<file path="src/pst_pkg.sv">
// constants shared by the status and telemetry bank
package pst_pkg;

    // ------------------------------------------------------------
    // command codes
    // ------------------------------------------------------------
    localparam logic [7:0] CODE_CLEAR_FAULTS = 8'h03;
    localparam logic [7:0] CODE_OUT_V_FORMAT = 8'h20;
    localparam logic [7:0] CODE_SUMMARY_BYTE = 8'h78;
    localparam logic [7:0] CODE_SUMMARY_WORD = 8'h79;
    localparam logic [7:0] CODE_OUT_V_STATUS = 8'h7A;
    localparam logic [7:0] CODE_OUT_I_STATUS = 8'h7B;
    localparam logic [7:0] CODE_INPUT_STATUS = 8'h7C;
    localparam logic [7:0] CODE_TEMP_STATUS = 8'h7D;
    localparam logic [7:0] CODE_COMM_STATUS = 8'h7E;
    localparam logic [7:0] CODE_VENDOR_STATUS = 8'h80;
    localparam logic [7:0] CODE_MEAS_IN_V = 8'h88;
    localparam logic [7:0] CODE_MEAS_OUT_V = 8'h8B;

    // ------------------------------------------------------------
    // index of each latched flag in the flag vector
    // ------------------------------------------------------------
    localparam int FLAG_COUNT = 17;
    localparam int F_OV_UV_FLT = 0;
    localparam int F_OV_UV_WRN = 1;
    localparam int F_OV_OV_WRN = 2;
    localparam int F_OV_OV_FLT = 3;
    localparam int F_OC_WRN = 4;
    localparam int F_OC_FLT = 5;
    localparam int F_IN_UV_FLT = 6;
    localparam int F_IN_UV_WRN = 7;
    localparam int F_IN_OV_WRN = 8;
    localparam int F_IN_OV_FLT = 9;
    localparam int F_EXT_WRN = 10;
    localparam int F_EXT_FLT = 11;
    localparam int F_COM_BUS = 12;
    localparam int F_COM_PEC = 13;
    localparam int F_COM_CMD = 14;
    localparam int F_DIE_WRN = 15;
    localparam int F_DIE_FLT = 16;

    // ------------------------------------------------------------
    // bit positions inside the readable registers
    // ------------------------------------------------------------
    localparam int B_UV_FLT = 4;
    localparam int B_UV_WRN = 5;
    localparam int B_OV_WRN = 6;
    localparam int B_OV_FLT = 7;
    localparam int B_OC_WRN = 5;
    localparam int B_OC_FLT = 7;
    localparam int B_TEMP_WRN = 6;
    localparam int B_TEMP_FLT = 7;
    localparam int B_COM_BUS = 1;
    localparam int B_COM_PEC = 5;
    localparam int B_COM_CMD = 7;
    localparam int B_SB_OTHER = 0;
    localparam int B_SB_COMM = 1;
    localparam int B_SB_TEMP = 2;
    localparam int B_SB_IN_UV = 3;
    localparam int B_SB_OC = 4;
    localparam int B_SB_OV = 5;
    localparam int B_SB_OFF = 6;
    localparam int B_SW_PG_N = 11;
    localparam int B_SW_VENDOR = 12;
    localparam int B_SW_INPUT = 13;
    localparam int B_SW_IOUT = 14;
    localparam int B_SW_VOUT = 15;
    localparam int EXP_W = 5;
    localparam logic [2:0] FORMAT_LINEAR = 3'h0;

    // ------------------------------------------------------------
    // reset values
    // ------------------------------------------------------------
    localparam logic [FLAG_COUNT-1:0] FLAGS_RESET = 17'h00000;
    localparam logic [15:0] DATA_RESET = 16'h0000;

endpackage : pst_pkg

</file>
<file path="src/pst_flags_if.sv">
// carrier between the bank and its flag latch
`timescale 1ns/10ps
interface pst_flags_if #(
    parameter int W = pst_pkg::FLAG_COUNT
);
    logic [W-1:0] cond;
    logic clear;
    logic [W-1:0] flags;

    modport bank (output cond, output clear, input flags);
    modport latch (input cond, input clear, output flags);
endinterface : pst_flags_if

</file>
<file path="src/pst_bank.sv">
// status and telemetry register bank behind the management command port
`timescale 1ns/10ps

// Notes on behaviour
// RULE_01: summary word returns two bytes; low byte equals the summary byte.
// RULE_02: summary word bit 11 is set while power good is deasserted.
// RULE_03: summary word bit 12 set when any vendor status flag is set.
// RULE_04: summary word bit 13 set when any input warning or fault is set.
// RULE_05: summary word bit 14 set on any output current warning or fault.
// RULE_06: summary word bit 15 set on any output voltage warning or fault.
// RULE_07: output voltage status: UV fault 4, UV warn 5, OV warn 6, OV fault 7.
// RULE_08: output current status: overcurrent warning bit 5, fault bit 7.
// RULE_09: input status: UV fault 4, UV warn 5, OV warn 6, OV fault 7.
// RULE_10: temperature status: external overheat warning bit 6, fault bit 7.
// RULE_11: comm status bit 1 set on bus timeout or format error.
// RULE_12: comm status bit 5 set on a failed packet error check.
// RULE_13: comm status bit 7 set on an invalid or unsupported command.
// RULE_14: vendor status: die overheat warning bit 6, fault bit 7.
// RULE_15: measured input voltage returned as a 16-bit linear word.
// RULE_16: measured output voltage returned as a 16-bit mantissa only.
// RULE_17: output voltage exponent readable as 5-bit field of format register.
// RULE_18: clear faults drops all flags and alert; live conditions re-set.
// RULE_19: unsupported status bits, summary bits 8 to 10 included, read zero.
// RULE_20: flags stay latched after the condition ends, until cleared.
module pst_bank #(
    parameter int DATA_W = 16
) (
    // clock and reset
    input wire logic REF_CLK,
    input wire logic SYS_RST,
    // command port from the link front end
    input wire logic CMD_STB,
    input wire logic CMD_WR,
    input wire logic [7:0] CMD_CODE,
    // response to the link front end
    output logic RSP_VALID,
    output logic RSP_NAK,
    output logic RSP_WIDE,
    output logic [DATA_W-1:0] RSP_DATA,
    // link error events, one-cycle pulses
    input wire logic BUS_TIMEOUT,
    input wire logic BUS_FORMAT_ERR,
    input wire logic BUS_PEC_ERR,
    // output voltage conditions
    input wire logic OUT_V_UNDER_FAULT,
    input wire logic OUT_V_UNDER_WARN,
    input wire logic OUT_V_OVER_WARN,
    input wire logic OUT_V_OVER_FAULT,
    // output current conditions
    input wire logic OUT_I_OVER_WARN,
    input wire logic OUT_I_OVER_FAULT,
    // input voltage conditions
    input wire logic IN_V_UNDER_FAULT,
    input wire logic IN_V_UNDER_WARN,
    input wire logic IN_V_OVER_WARN,
    input wire logic IN_V_OVER_FAULT,
    // temperature conditions
    input wire logic EXT_OVERHEAT_WARN,
    input wire logic EXT_OVERHEAT_FAULT,
    input wire logic DIE_OVERHEAT_WARNING,
    input wire logic DIE_OVERHEAT_FAULT,
    // power state
    input wire logic POWER_GOOD,
    input wire logic OUTPUT_OFF,
    // telemetry
    input wire logic [DATA_W-1:0] VIN_WORD,
    input wire logic [DATA_W-1:0] VOUT_MANTISSA,
    input wire logic [pst_pkg::EXP_W-1:0] VOUT_EXPONENT,
    // alert line, registered, low one cycle after any flag is latched
    output logic ALERT_N
);
    import pst_pkg::*;

    // ------------------------------------------------------------
    // command decoding
    // ------------------------------------------------------------

    // true for codes that answer a read
    function automatic logic code_readable(input logic [7:0] code);
        code_readable = (code == CODE_OUT_V_FORMAT) ||
                        (code == CODE_SUMMARY_BYTE) ||
                        (code == CODE_SUMMARY_WORD) ||
                        (code == CODE_OUT_V_STATUS) ||
                        (code == CODE_OUT_I_STATUS) ||
                        (code == CODE_INPUT_STATUS) ||
                        (code == CODE_TEMP_STATUS) ||
                        (code == CODE_COMM_STATUS) ||
                        (code == CODE_VENDOR_STATUS) ||
                        (code == CODE_MEAS_IN_V) ||
                        (code == CODE_MEAS_OUT_V);
    endfunction : code_readable

    // true for codes whose answer is two bytes
    function automatic logic code_wide(input logic [7:0] code);
        code_wide = (code == CODE_SUMMARY_WORD) ||
                    (code == CODE_MEAS_IN_V) ||
                    (code == CODE_MEAS_OUT_V);
    endfunction : code_wide

    wire read_hit;
    wire clear_hit;
    wire bad_cmd;
    wire rd_wide;

    // request classes
    assign read_hit = CMD_STB && !CMD_WR && code_readable(CMD_CODE);
    assign clear_hit = CMD_STB && CMD_WR &&
                       (CMD_CODE == CODE_CLEAR_FAULTS);
    assign bad_cmd = CMD_STB && !read_hit && !clear_hit; // RULE_13
    assign rd_wide = read_hit && code_wide(CMD_CODE);

    // ------------------------------------------------------------
    // sticky flags
    // ------------------------------------------------------------
    pst_flags_if #(.W(FLAG_COUNT)) fl ();

    wire [FLAG_COUNT-1:0] f;

    assign f = fl.flags;

    // live conditions and events feeding the latch
    assign fl.cond[F_OV_UV_FLT] = OUT_V_UNDER_FAULT;
    assign fl.cond[F_OV_UV_WRN] = OUT_V_UNDER_WARN;
    assign fl.cond[F_OV_OV_WRN] = OUT_V_OVER_WARN;
    assign fl.cond[F_OV_OV_FLT] = OUT_V_OVER_FAULT;
    assign fl.cond[F_OC_WRN] = OUT_I_OVER_WARN;
    assign fl.cond[F_OC_FLT] = OUT_I_OVER_FAULT;
    assign fl.cond[F_IN_UV_FLT] = IN_V_UNDER_FAULT;
    assign fl.cond[F_IN_UV_WRN] = IN_V_UNDER_WARN;
    assign fl.cond[F_IN_OV_WRN] = IN_V_OVER_WARN;
    assign fl.cond[F_IN_OV_FLT] = IN_V_OVER_FAULT;
    assign fl.cond[F_EXT_WRN] = EXT_OVERHEAT_WARN;
    assign fl.cond[F_EXT_FLT] = EXT_OVERHEAT_FAULT;
    assign fl.cond[F_COM_BUS] = BUS_TIMEOUT || BUS_FORMAT_ERR; // RULE_11
    assign fl.cond[F_COM_PEC] = BUS_PEC_ERR; // RULE_12
    assign fl.cond[F_COM_CMD] = bad_cmd; // RULE_13
    assign fl.cond[F_DIE_WRN] = DIE_OVERHEAT_WARNING;
    assign fl.cond[F_DIE_FLT] = DIE_OVERHEAT_FAULT;

    // clear command, an event in the same cycle still sets
    assign fl.clear = clear_hit; // RULE_18

    pst_flag_latch #(
        .W(FLAG_COUNT)
    ) u_latch (
        .clk(REF_CLK),
        .rst(SYS_RST),
        .fl(fl)
    );

    // ------------------------------------------------------------
    // category registers, unused bits held at zero
    // ------------------------------------------------------------
    logic [7:0] out_v_status;
    logic [7:0] out_i_status;
    logic [7:0] input_status;
    logic [7:0] temp_status;
    logic [7:0] comm_status;
    logic [7:0] vendor_status;

    // output voltage status
    always_comb begin
        out_v_status = 8'h00; // RULE_19
        out_v_status[B_UV_FLT] = f[F_OV_UV_FLT]; // RULE_07
        out_v_status[B_UV_WRN] = f[F_OV_UV_WRN]; // RULE_07
        out_v_status[B_OV_WRN] = f[F_OV_OV_WRN]; // RULE_07
        out_v_status[B_OV_FLT] = f[F_OV_OV_FLT]; // RULE_07
    end

    // output current status
    always_comb begin
        out_i_status = 8'h00; // RULE_19
        out_i_status[B_OC_WRN] = f[F_OC_WRN]; // RULE_08
        out_i_status[B_OC_FLT] = f[F_OC_FLT]; // RULE_08
    end

    // input status
    always_comb begin
        input_status = 8'h00; // RULE_19
        input_status[B_UV_FLT] = f[F_IN_UV_FLT]; // RULE_09
        input_status[B_UV_WRN] = f[F_IN_UV_WRN]; // RULE_09
        input_status[B_OV_WRN] = f[F_IN_OV_WRN]; // RULE_09
        input_status[B_OV_FLT] = f[F_IN_OV_FLT]; // RULE_09
    end

    // external temperature status
    always_comb begin
        temp_status = 8'h00; // RULE_19
        temp_status[B_TEMP_WRN] = f[F_EXT_WRN]; // RULE_10
        temp_status[B_TEMP_FLT] = f[F_EXT_FLT]; // RULE_10
    end

    // communication status
    always_comb begin
        comm_status = 8'h00; // RULE_19
        comm_status[B_COM_BUS] = f[F_COM_BUS]; // RULE_11
        comm_status[B_COM_PEC] = f[F_COM_PEC]; // RULE_12
        comm_status[B_COM_CMD] = f[F_COM_CMD]; // RULE_13
    end

    // vendor status, die temperature
    always_comb begin
        vendor_status = 8'h00; // RULE_19
        vendor_status[B_TEMP_WRN] = f[F_DIE_WRN]; // RULE_14
        vendor_status[B_TEMP_FLT] = f[F_DIE_FLT]; // RULE_14
    end

    // ------------------------------------------------------------
    // summary byte and word
    // ------------------------------------------------------------
    wire other_any;
    logic [7:0] summary_byte;
    logic [15:0] summary_word;
    logic [7:0] out_v_format;

    // flags that no dedicated summary byte bit reports
    assign other_any = f[F_OV_UV_FLT] || f[F_OV_UV_WRN] ||
                       f[F_OV_OV_WRN] || f[F_OC_WRN] ||
                       f[F_IN_UV_WRN] || f[F_IN_OV_WRN] ||
                       f[F_IN_OV_FLT] || (|vendor_status);

    // summary byte, busy bit always zero
    always_comb begin
        summary_byte = 8'h00; // RULE_19
        summary_byte[B_SB_OTHER] = other_any;
        summary_byte[B_SB_COMM] = |comm_status;
        summary_byte[B_SB_TEMP] = |temp_status;
        summary_byte[B_SB_IN_UV] = f[F_IN_UV_FLT];
        summary_byte[B_SB_OC] = f[F_OC_FLT];
        summary_byte[B_SB_OV] = f[F_OV_OV_FLT];
        summary_byte[B_SB_OFF] = OUTPUT_OFF;
    end

    // summary word, bits 8 to 10 always zero
    always_comb begin
        summary_word = 16'h0000; // RULE_19
        summary_word[7:0] = summary_byte; // RULE_01
        summary_word[B_SW_PG_N] = !POWER_GOOD; // RULE_02
        summary_word[B_SW_VENDOR] = |vendor_status; // RULE_03
        summary_word[B_SW_INPUT] = |input_status; // RULE_04
        summary_word[B_SW_IOUT] = |out_i_status; // RULE_05
        summary_word[B_SW_VOUT] = |out_v_status; // RULE_06
    end

    // output voltage format: linear mode, exponent in low bits
    assign out_v_format = {FORMAT_LINEAR, VOUT_EXPONENT}; // RULE_17

    // ------------------------------------------------------------
    // read data selection
    // ------------------------------------------------------------
    logic [DATA_W-1:0] rd_data;

    // narrow registers sit in the low byte
    always_comb begin
        rd_data = DATA_W'(DATA_RESET);
        unique case (CMD_CODE)
            CODE_OUT_V_FORMAT: rd_data = DATA_W'(out_v_format);
            CODE_SUMMARY_BYTE: rd_data = DATA_W'(summary_byte);
            CODE_SUMMARY_WORD: rd_data = DATA_W'(summary_word); // RULE_01
            CODE_OUT_V_STATUS: rd_data = DATA_W'(out_v_status);
            CODE_OUT_I_STATUS: rd_data = DATA_W'(out_i_status);
            CODE_INPUT_STATUS: rd_data = DATA_W'(input_status);
            CODE_TEMP_STATUS: rd_data = DATA_W'(temp_status);
            CODE_COMM_STATUS: rd_data = DATA_W'(comm_status);
            CODE_VENDOR_STATUS: rd_data = DATA_W'(vendor_status);
            CODE_MEAS_IN_V: rd_data = VIN_WORD; // RULE_15
            CODE_MEAS_OUT_V: rd_data = VOUT_MANTISSA; // RULE_16
            default: rd_data = DATA_W'(DATA_RESET);
        endcase
    end

    wire [DATA_W-1:0] next_rsp_data;

    // writes and refused codes answer with zero data
    assign next_rsp_data = read_hit ? rd_data : DATA_W'(DATA_RESET);

    // ------------------------------------------------------------
    // response registers
    // ------------------------------------------------------------

    // one response per taken request, one cycle later
    always_ff @(posedge REF_CLK) begin
        if (SYS_RST) begin
            RSP_VALID <= 1'b0;
            RSP_NAK <= 1'b0;
            RSP_WIDE <= 1'b0;
            RSP_DATA <= DATA_W'(DATA_RESET);
        end else begin
            RSP_VALID <= CMD_STB;
            RSP_NAK <= bad_cmd; // RULE_13
            RSP_WIDE <= rd_wide;
            RSP_DATA <= next_rsp_data;
        end
    end

    // ------------------------------------------------------------
    // alert line
    // ------------------------------------------------------------

    // follows the latched flags one cycle behind
    always_ff @(posedge REF_CLK) begin
        if (SYS_RST) begin
            ALERT_N <= 1'b1;
        end else begin
            ALERT_N <= !(|f); // RULE_18
        end
    end

endmodule : pst_bank

</file>
<file path="src/pst_flag_latch.sv">
// sticky flag latch with clear, set winning over clear
`timescale 1ns/10ps
module pst_flag_latch #(
    parameter int W = pst_pkg::FLAG_COUNT
) (
    // clock and reset
    input wire logic clk,
    input wire logic rst,
    // flag carrier
    pst_flags_if.latch fl
);
    import pst_pkg::*;

    logic [W-1:0] flags;
    logic [W-1:0] next_flags;

    // --------------------------------------------------------
    // next value: clear drops old flags, live conditions re-set
    // --------------------------------------------------------
    assign next_flags = (fl.clear ? '0 : flags) | fl.cond; // RULE_18 RULE_20

    // flag register
    always_ff @(posedge clk) begin
        if (rst) begin
            flags <= W'(FLAGS_RESET);
        end else begin
            flags <= next_flags; // RULE_20
        end
    end

    assign fl.flags = flags;

endmodule : pst_flag_latch

</file>
<file path="config.mk">
export PLATFORM = sky130hd
export DESIGN_NAME = pst_bank
export DESIGN_NICKNAME = d
export VERILOG_FILES = /design/src/pst_pkg.sv /design/src/pst_flags_if.sv /design/src/pst_bank.sv /design/src/pst_flag_latch.sv
export SDC_FILE = /design/constraint.sdc
export NUM_CORES = 1
export LEC_CHECK = 0
export BUFFER_PORTS_ARGS = -buffer_cell sky130_fd_sc_hd__buf_2
export CORE_UTILIZATION = 49
export DETAILED_ROUTE_END_ITERATION = 16
export PLACE_DENSITY = 0.95
export SLEW_MARGIN = 15
export SYNTH_ARGS = -nofsm -noshare
export SYNTH_HDL_FRONTEND = slang
export SYNTH_SLANG_ARGS = --single-unit
export TNS_END_PERCENT = 20
</file>
<file path="constraint.sdc">
create_clock -name REF_CLK -period 3.8 [get_ports REF_CLK]
set_clock_uncertainty 0.2 [all_clocks]
set_input_delay 0.95 -clock REF_CLK [delete_from_list [all_inputs] [get_ports REF_CLK]]
set_output_delay 0.95 -clock REF_CLK [all_outputs]
set_load 0.03 [all_outputs]
</file>
==> results of run 1 <==
==> how the worst max path moves through the flow <==
stage	startpoint	to	slack (ns)	depth (start not counted)
after global routing	CMD_CODE[2]	RSP_DATA[1]	0.87	5
final	CMD_CODE[2]	RSP_DATA[1]	1.06	5
after global placement	CMD_CODE[2]	RSP_DATA[1]	0.79	5
after detailed placement	CMD_CODE[2]	RSP_DATA[1]	0.70	5
after floorplan	CMD_CODE[1]	u_latch.fl.flags[10]	1.11	7
after CTS	CMD_CODE[2]	RSP_DATA[1]	1.06	5
==> area by class of cell <==
cell class                 count  area, um^2
inverter                       7        26.3
clock buffer                   6        41.3
sequential                    37         741
timing repair buffer          91         465
multi-input combinational    146         967
tap                           46        57.6
clock inverter                 2        38.8
fill                         282        1080
==> routing by layer <==
layer / global-route usage / wire, um / part of all wire / vias up
li1: - / - / - / 935
met1: 0.307 / 1930 / 0.39 / 913
met2: 0.439 / 2490 / 0.50 / 91
met3: 0.0584 / 418 / 0.085 / 14
met4: 0.0901 / 99 / 0.020 / 0
met5: 0 / 0 / 0 / -
==> worst max-delay path, cell delays in order <==
cell	delay, ns
buf_2	0.14
or4b_1	0.72
nor3_4	0.59
a222oi_1	0.24
a31oi_1	0.18
==> per-stage QoR <==
step	cell area, um^2	setup slack (ns)	utilization	cells	power (mW)
5_1_grt	2340	0.874	0.684	335	0.822
6_report	2340	1.06	0.684	335	0.788
3_3_place_gp	2260	0.787	0.661	327	0.521
4_1_cts	2340	1.06	0.684	335	0.789
2_1_floorplan	1800	1.11	-	203	0.471
3_5_place_dp	2260	0.703	0.661	327	0.525
==> registers in the layout (all words and copies together), names as in the netlist <==
signal / cells
RSP_WIDE: 1
RSP_DATA: 16
RSP_VALID: 1
u_latch.fl.flags: 17
RSP_NAK: 1
ALERT_N: 1
==> layout by cell type (no fill, tap or decap), types with 5 or more instances in the layout <==
cell | netlist | final
a21oi_1 | 16 | 16
nor2_1 | 19 | 19
nand2b_1 | 7 | 7
clkbuf_4 | 0 | 5
a22oi_1 | 10 | 10
nor3_1 | 11 | 11
a31oi_1 | 7 | 7
buf_2 | 5 | 87
nand2_1 | 12 | 12
dfxtp_1 | 37 | 37
nor2_2 | 6 | 6
inv_1 | 7 | 7
nor4_1 | 8 | 8
==> logic make-up (layout without fill, tap and decap cells) <==
logic type      Yosys count  count (layout)  share of synthesized area
flops                    37              37                      0.412
simple gates             81              81                      0.265
compound gates           62              62                      0.250
mux                       3               3                     0.0174
buf+inv                  20             106                     0.0557
==> power breakdown <==
group,switching (mW),internal (mW)
sequential,0.0150,0.402
clock,0.130,0.140
combinational,0.0536,0.0469
total,0.198,0.590
==> results.py, run 1 <==
metrics = {
    "die": {
        "dieArea_um2": 3910,
        "fp-row-count": 21,
        "die_h_um": 62.6,
        "die_x_um": 62.6,
        "start_util": 0.526,
        "pin_count": 88,
        "core-area_um2": 3420,
    },
    "timing": {
        "worst_slew_pin_slew_ns": 0.738,
        "setup-violations-final": 0,
        "post-route-period-util": 0.722,
        "rsz0062_at_grt": "false",
        "max_freq_mhz": 364,
        "finalCriticalPeriod_ns": 2.74,
        "setup_tns_ns": 0,
        "slew_headroom": 0.504,
        "holdWs_ns": 0.323,
        "hold_viol": 0,
        "slew_violations": 0,
    },
    "clocking": {
        "clock_sinks": 37,
        "ctsHoldBuffers": 0,
        "cts_buffers": 5,
        "cts_resized": 0,
        "root_buffer": "clkbuf_4",
        "cts_tree": "done",
        "htree_levels": 2,
        "postCtsSetupBuffers": 0,
        "clock_path_buffers": 2,
        "clk_pin_slew_ns": 0.11,
        "clk-insertion-delay-late_ns": 0.34,
    },
    "hold_path": {
        "min_to": "RSP_DATA[6]",
        "hp-class": "reg -> reg",
        "min_from": "u_latch.fl.flags[15]",
        "hold_depth": 2,
    },
    "synth": {
        "ys_top_cells_by_count": "dfxtp_1, nor2_1, a21oi_1",
        "syn_inst": 203,
        "yosysMostFrequentCell": "dfxtp_1",
        "avgSynthCellArea_um2": 8.85,
        "yosysSeqAreaShare": 0.412,
        "synth_edf_count": 0,
        "yosysWarnings": 0,
        "async_flop_share": 0,
        "synth-main-ff-cell": "dfxtp_1",
        "syn_nets": 271,
        "ys_ff_latch": 37,
        "yosys.area.top_type": "dfxtp_1",
        "synth_area_leaders": "dfxtp_1, a21oi_1, a22oi_1",
        "synth_cell_types": 45,
        "syn-cell-area_um2": 1800,
        "synth_top_area_frac": 0.412,
    },
    "worst_setup_path": {
        "regToRegSetupSlack_ns": 2.31,
        "worstPathRequired_ns": 3.88,
        "critical_path_class": "in -> reg",
        "end_kind": "register",
        "reg2reg_to": "RSP_DATA[15]",
        "r2r_cells": 4,
        "r2r_start": "u_latch.fl.flags[2]",
        "path_max_fanout": 15,
        "cp.arrival_ns": 2.82,
        "crit_path_start_kind": "input port",
    },
    "route": {
        "drc": 0,
        "drt_pass1_iterations": 4,
        "post_drt_wl_per_cell_um": 14.7,
        "antenna_left": 0,
        "wirelength_um": 4930,
        "vias": 1953,
        "viasPerCell": 5.83,
        "initialDrtViolationCount": 134,
    },
    "final_layout": {
        "num_antenna_cells": 0,
        "layout-drive-gt1-share": 0.398,
        "area_delta_synth_final_pct": 30.1,
        "layout.nets": 356,
    },
    "global_routing": {
        "grt_pass1_vias": 1699,
        "grt_usage": 0.254,
        "overflow": 0,
        "antenna_found_initial": 0,
        "grt_pass1_wl_um": 7820,
        "grt_max_degree": 21,
    },
    "placement": {
        "dp.final_hpwl_um": 3870,
        "io_buffers": 87,
        "place.gp.congestion": 0.929,
    },
    "outcome": {
        "status": "finished, final reports clean",
    },
    "pwr": {
        "vdd_drop_max_mv": 0.275,
        "leakagePower_nw": 0.989,
        "p_per_area_nw_per_um2": 337,
    },
    "flow_run": {
        "maxCapViolCount": 0,
    },
}
(Power assumes the default switching activity.)
==> inputs of run 2 (changes only) <==
--- a/config.mk
+++ b/config.mk
@@ -6,9 +6,9 @@
 export NUM_CORES = 1
 export LEC_CHECK = 0
 export BUFFER_PORTS_ARGS = -buffer_cell sky130_fd_sc_hd__buf_2
-export CORE_UTILIZATION = 49
+export CORE_UTILIZATION = 41
 export DETAILED_ROUTE_END_ITERATION = 16
-export PLACE_DENSITY = 0.95
+export PLACE_DENSITY = 0.86
 export SLEW_MARGIN = 15
 export SYNTH_ARGS = -nofsm -noshare
 export SYNTH_HDL_FRONTEND = slang
==> constraint.sdc (replaced) <==
create_clock -name REF_CLK -period 2.5 [get_ports REF_CLK]
set_clock_uncertainty 0.2 [all_clocks]
set_input_delay 0.625 -clock REF_CLK [delete_from_list [all_inputs] [get_ports REF_CLK]]
set_output_delay 0.625 -clock REF_CLK [all_outputs]
set_load 0.03 [all_outputs]
==> results.py, run 2 (synthesis gave the netlist of run 1 again) <==
metrics = {
    "worst_setup_path": {
        "max_stage_delay_ns": 0.59,
        "end_kind": "register",
        "cp.arrival_ns": 2.25,
        "r2r_start": "u_latch.fl.flags[2]",
        "r2r_cells": 4,
        "regToRegSetupSlack_ns": 0.99,
        "path_max_fanout": 15,
        "critical_path_class": "in -> reg",
        "worstPathRequired_ns": 2.51,
        "crit_path_start_kind": "input port",
        "reg2reg_to": "RSP_DATA[15]",
        "cp_cell_sequence": "buf_2 > or4b_1 > buf_4 > nor4_4 > buf_12 > a22oi_1 > a31oi_1",
        "cp_slowest_cell": "or4b_1",
    },
    "timing": {
        "post-route-period-util": 0.895,
        "max_freq_mhz": 447,
        "slew_violations": 0,
        "setup_tns_ns": 0,
        "slew_headroom": 0.697,
        "finalCriticalPeriod_ns": 2.24,
        "hold_viol": 0,
        "setup-violations-final": 0,
        "rsz0062_at_grt": "false",
        "worst_slew_pin_slew_ns": 0.451,
    },
    "global_routing": {
        "grt_pass1_vias": 1768,
        "overflow": 0,
        "met3_usage": 0.0783,
        "grt_usage": 0.240,
        "grt_use_met2": 0.379,
        "busiest_layer": "met2",
        "use_met1": 0.295,
        "grt_pass1_wl_um": 8170,
        "antenna_found_initial": 0,
        "grt_max_degree": 20,
    },
    "clocking": {
        "htree_levels": 2,
        "clock_path_buffers": 2,
        "cts_tree": "done",
        "cts_resized": 0,
        "postCtsSetupBuffers": 0,
        "root_buffer": "clkbuf_8",
        "clk_pin_slew_ns": 0.07,
        "clk-insertion-delay-late_ns": 0.28,
        "clock_sinks": 37,
        "ctsHoldBuffers": 0,
        "cts_buffers": 5,
    },
    "route": {
        "viasPerCell": 5.78,
        "post_drt_wl_per_cell_um": 15.2,
        "wirelength_um": 5400,
        "antenna_left": 0,
        "drt_pass1_iterations": 6,
        "drc": 0,
        "initialDrtViolationCount": 169,
        "vias": 2057,
    },
    "flow_run": {
        "maxCapViolCount": 0,
    },
    "hold_path": {
        "hold_depth": 2,
        "min_to": "RSP_DATA[6]",
        "hp-class": "reg -> reg",
        "min_from": "u_latch.fl.flags[15]",
    },
    "die": {
        "start_util": 0.437,
        "fp-row-count": 23,
        "dieArea_um2": 4650,
        "core-area_um2": 4120,
        "pin_count": 88,
        "die_x_um": 68.2,
        "die_h_um": 68.2,
    },
    "final_layout": {
        "area_delta_synth_final_pct": 40.0,
        "num_antenna_cells": 0,
        "fin_util": 0.611,
        "regMostFlops": "u_latch.fl.flags",
        "layout-drive-gt1-share": 0.435,
        "mostFrequentLayoutCells": "buf_2, dfxtp_1, buf_4, nor2_1, a21oi_1",
        "reg_top3": "u_latch.fl.flags: 17 flops, RSP_DATA: 16 flops",
        "largest_reg_flops": 17,
        "final_common_cell": "buf_2",
        "layout.nets": 375,
    },
    "outcome": {
        "status": "finished, final reports clean",
    },
    "placement": {
        "dp.final_hpwl_um": 4130,
        "io_buffers": 87,
        "place.gp.congestion": 0.894,
    },
    "pwr": {
        "vdd_drop_max_mv": 0.313,
        "p_per_area_nw_per_um2": 468,
        "leakagePower_nw": 1.09,
    },
}
[run 2: worst max-delay path by stage]
stage,start,end
after floorplan,CMD_CODE[1],u_latch.fl.flags[10]
after global routing,CMD_CODE[4],RSP_DATA[4]
after CTS,CMD_CODE[2],RSP_DATA[3]
after global placement,CMD_CODE[4],u_latch.fl.flags[14]
final,CMD_CODE[2],RSP_DATA[3]
after detailed placement,CMD_CODE[2],RSP_DATA[3]
[run 2: per-layer routing]
metal / share of wire / vias to the layer above
met3: 0.085 / 16
met1: 0.41 / 935
met4: 0.020 / 0
li1: - / 978
met2: 0.49 / 128
met5: 0 / -
[run 2: area by class of cell]
cell class                      count  area, um^2
Sequential cell                    37         741
Tap cell                           50        62.6
Clock buffer                        5        68.8
Multi-Input combinational cell    146         967
Inverter                            7        26.3
Timing Repair Buffer              110         646
Fill cell                         365        1600
Clock inverter                      1        5.00
[run 2: power breakdown]
group          internal (mW)  switching, mW  total [mW]  leakage [nW]
logic                 0.0797         0.0861       0.166         0.747
registers              0.612         0.0224       0.634         0.305
clock network          0.183          0.194       0.378        0.0399
total                  0.875          0.303        1.18          1.09
[run 2: per-stage QoR]
step	hold WS [ns]	std cells	instance area [um^2]	total power [mW]	setup WS (ns)
6_report	0.316	356	2520	1.18	0.262
5_1_grt	0.335	356	2520	1.23	0.167
4_1_cts	0.323	356	2520	1.18	0.261
3_5_place_dp	0.310	350	2440	0.810	-0.0377
3_3_place_gp	0.298	350	2440	0.803	0.0244
2_1_floorplan	0.269	203	1800	0.716	0.135
[run 2: worst max-delay path, delay by kind of cell]
family | cells | cell delay [ns]
compound gates | 2 | 0.26
buf+inv | 3 | 0.50
simple gates | 2 | 0.86
==> inputs of run 3 (changes only) <==
--- a/config.mk
+++ b/config.mk
@@ -9,6 +9,7 @@
 export CORE_UTILIZATION = 41
 export DETAILED_ROUTE_END_ITERATION = 16
 export PLACE_DENSITY = 0.86
+export RECOVER_POWER = 25
 export SLEW_MARGIN = 15
 export SYNTH_ARGS = -nofsm -noshare
 export SYNTH_HDL_FRONTEND = slang
==> results.py, run 3 (synthesis gave the netlist of run 1 again) <==
metrics = {
    "placement": {
        "placed_cells": 350,
        "placed_cell_area_um2": 2440,
        "io_buffers": 87,
        "dp.final_hpwl_um": 4130,
        "place.gp.congestion": 0.894,
        "pre_cts_ws_ns": -0.0377,
    },
    "pwr": {
        "leakagePower_nw": 1.04,
        "p_per_area_nw_per_um2": 469,
        "seq_power_share": 0.541,
        "clkPwrFrac": 0.318,
        "p_int_mw": 0.874,
        "power.switching_mw": 0.299,
        "vdd_drop_max_mv": 0.312,
        "combPwrFrac": 0.141,
        "p_sw_frac": 0.255,
    },
    "final_layout": {
        "num_antenna_cells": 0,
        "stdcell_area_um2": 2500,
        "mostFrequentLayoutCells": "buf_2, dfxtp_1, buf_4, nor2_1, a21oi_1",
        "reg_top3": "u_latch.fl.flags: 17 flops, RSP_DATA: 16 flops",
        "largest_reg_flops": 17,
        "layout-drive-gt1-share": 0.392,
        "final.fill_count": 363,
        "regMostFlops": "u_latch.fl.flags",
        "layout.nets": 375,
        "final_common_cell": "buf_2",
        "area_delta_synth_final_pct": 39.1,
        "post_layout_nonfiller_instances": 356,
    },
    "route": {
        "drt_pass1_iterations": 5,
        "antenna_left": 0,
        "wirelength_um": 5410,
        "initialDrtViolationCount": 167,
        "drc": 0,
        "post_drt_wl_per_cell_um": 15.2,
        "viasPerCell": 5.79,
        "vias": 2062,
    },
    "clocking": {
        "clock_path_buffers": 2,
        "clock_sinks": 37,
        "cts_resized": 0,
        "ctsHoldBuffers": 0,
        "cts_buffers": 5,
        "cts_tree": "done",
        "clk-insertion-delay-late_ns": 0.28,
        "postCtsSetupBuffers": 0,
        "htree_levels": 2,
        "root_buffer": "clkbuf_8",
        "clk_pin_slew_ns": 0.07,
    },
    "die": {
        "dieArea_um2": 4650,
        "start_util": 0.437,
        "fp-row-count": 23,
        "die_h_um": 68.2,
        "core-area_um2": 4120,
        "die_x_um": 68.2,
        "pin_count": 88,
    },
    "global_routing": {
        "antenna_found_initial": 0,
        "grt_pass1_vias": 1768,
        "grt_usage": 0.240,
        "grt_pass1_wl_um": 8170,
        "grt_max_degree": 20,
        "overflow": 0,
    },
    "flow_run": {
        "maxCapViolCount": 0,
    },
    "timing": {
        "hold_viol": 0,
        "finalCriticalPeriod_ns": 2.26,
        "setup_tns_ns": 0,
        "slew_violations": 0,
        "holdWs_ns": 0.319,
        "max_freq_mhz": 443,
        "finalWorstSetupSlack_ns": 0.245,
        "rsz0062_at_grt": "false",
        "post-route-period-util": 0.902,
        "slew_headroom": 0.509,
        "setup-violations-final": 0,
        "worst_slew_pin_slew_ns": 0.737,
    },
    "worst_setup_path": {
        "regToRegSetupSlack_ns": 0.98,
        "cp.arrival_ns": 2.27,
        "critical_path_class": "in -> reg",
        "critPathBufInv": 3,
        "end_kind": "register",
        "cp_cell_sequence": "buf_2 > or4b_1 > buf_4 > nor4_4 > buf_12 > a22oi_1 > a31oi_1",
        "crit_path_start_kind": "input port",
        "path_max_fanout": 15,
        "worstPathRequired_ns": 2.51,
        "max_stage_delay_ns": 0.59,
        "cp_slowest_cell": "or4b_1",
        "path_delay_family": "simple AND/OR/NAND/NOR gates",
    },
    "hold_path": {
        "hp-class": "reg -> reg",
    },
    "outcome": {
        "status": "finished, final reports clean",
    },
}
run 3: cell types whose count changed in the layout (fill, tap and decap cells not counted), sizes merged:
cell and delta:
buf -13, clkbuf +13
run 3: cell type report:
cell class / instances / area [um^2] / area share
Clock inverter: 1 / 5.00 / 0.00200
Tap cell: 50 / 62.6 / 0.0250
Clock buffer: 5 / 68.8 / 0.0275
Inverter: 7 / 26.3 / 0.0105
Timing Repair Buffer: 110 / 629 / 0.252
Multi-Input combinational cell: 146 / 967 / 0.387
Sequential cell: 37 / 741 / 0.296
run 3: worst paths after layout:
path         cells after the start                 start            to
min                              2  u_latch.fl.flags[15]   RSP_DATA[6]
min reg2reg                      2  u_latch.fl.flags[15]   RSP_DATA[6]
max reg2reg                      4   u_latch.fl.flags[2]  RSP_DATA[15]
max                              7           CMD_CODE[2]   RSP_DATA[3]
run 3: routing by layer:
metal	wire (um)	global-route usage
met3	459	0.0783
met4	112	0.102
met1	2190	0.295
met5	0	0
met2	2640	0.379
run 3: worst min-delay path, cell delays in order (launching register included):
cell	delay, ns
dfxtp_1	0.34
nand2_1	0.07
a31oi_1	0.07
run 3: stage by stage:
step                power [mW]  utilization
finish                    1.17        0.607
global route              1.23        0.607
CTS                       1.18        0.611
detailed placement       0.810        0.593
global placement         0.803        0.593
floorplan                0.716            -
run 3: power groups by stage:
stage / registers, mW / clock network [mW] / logic [mW]
global route: 0.636 / 0.413 / 0.180
detailed placement: 0.647 / 0 / 0.163
floorplan: 0.644 / 0 / 0.0717
global placement: 0.646 / 0 / 0.157
finish: 0.635 / 0.374 / 0.165
CTS: 0.633 / 0.381 / 0.164
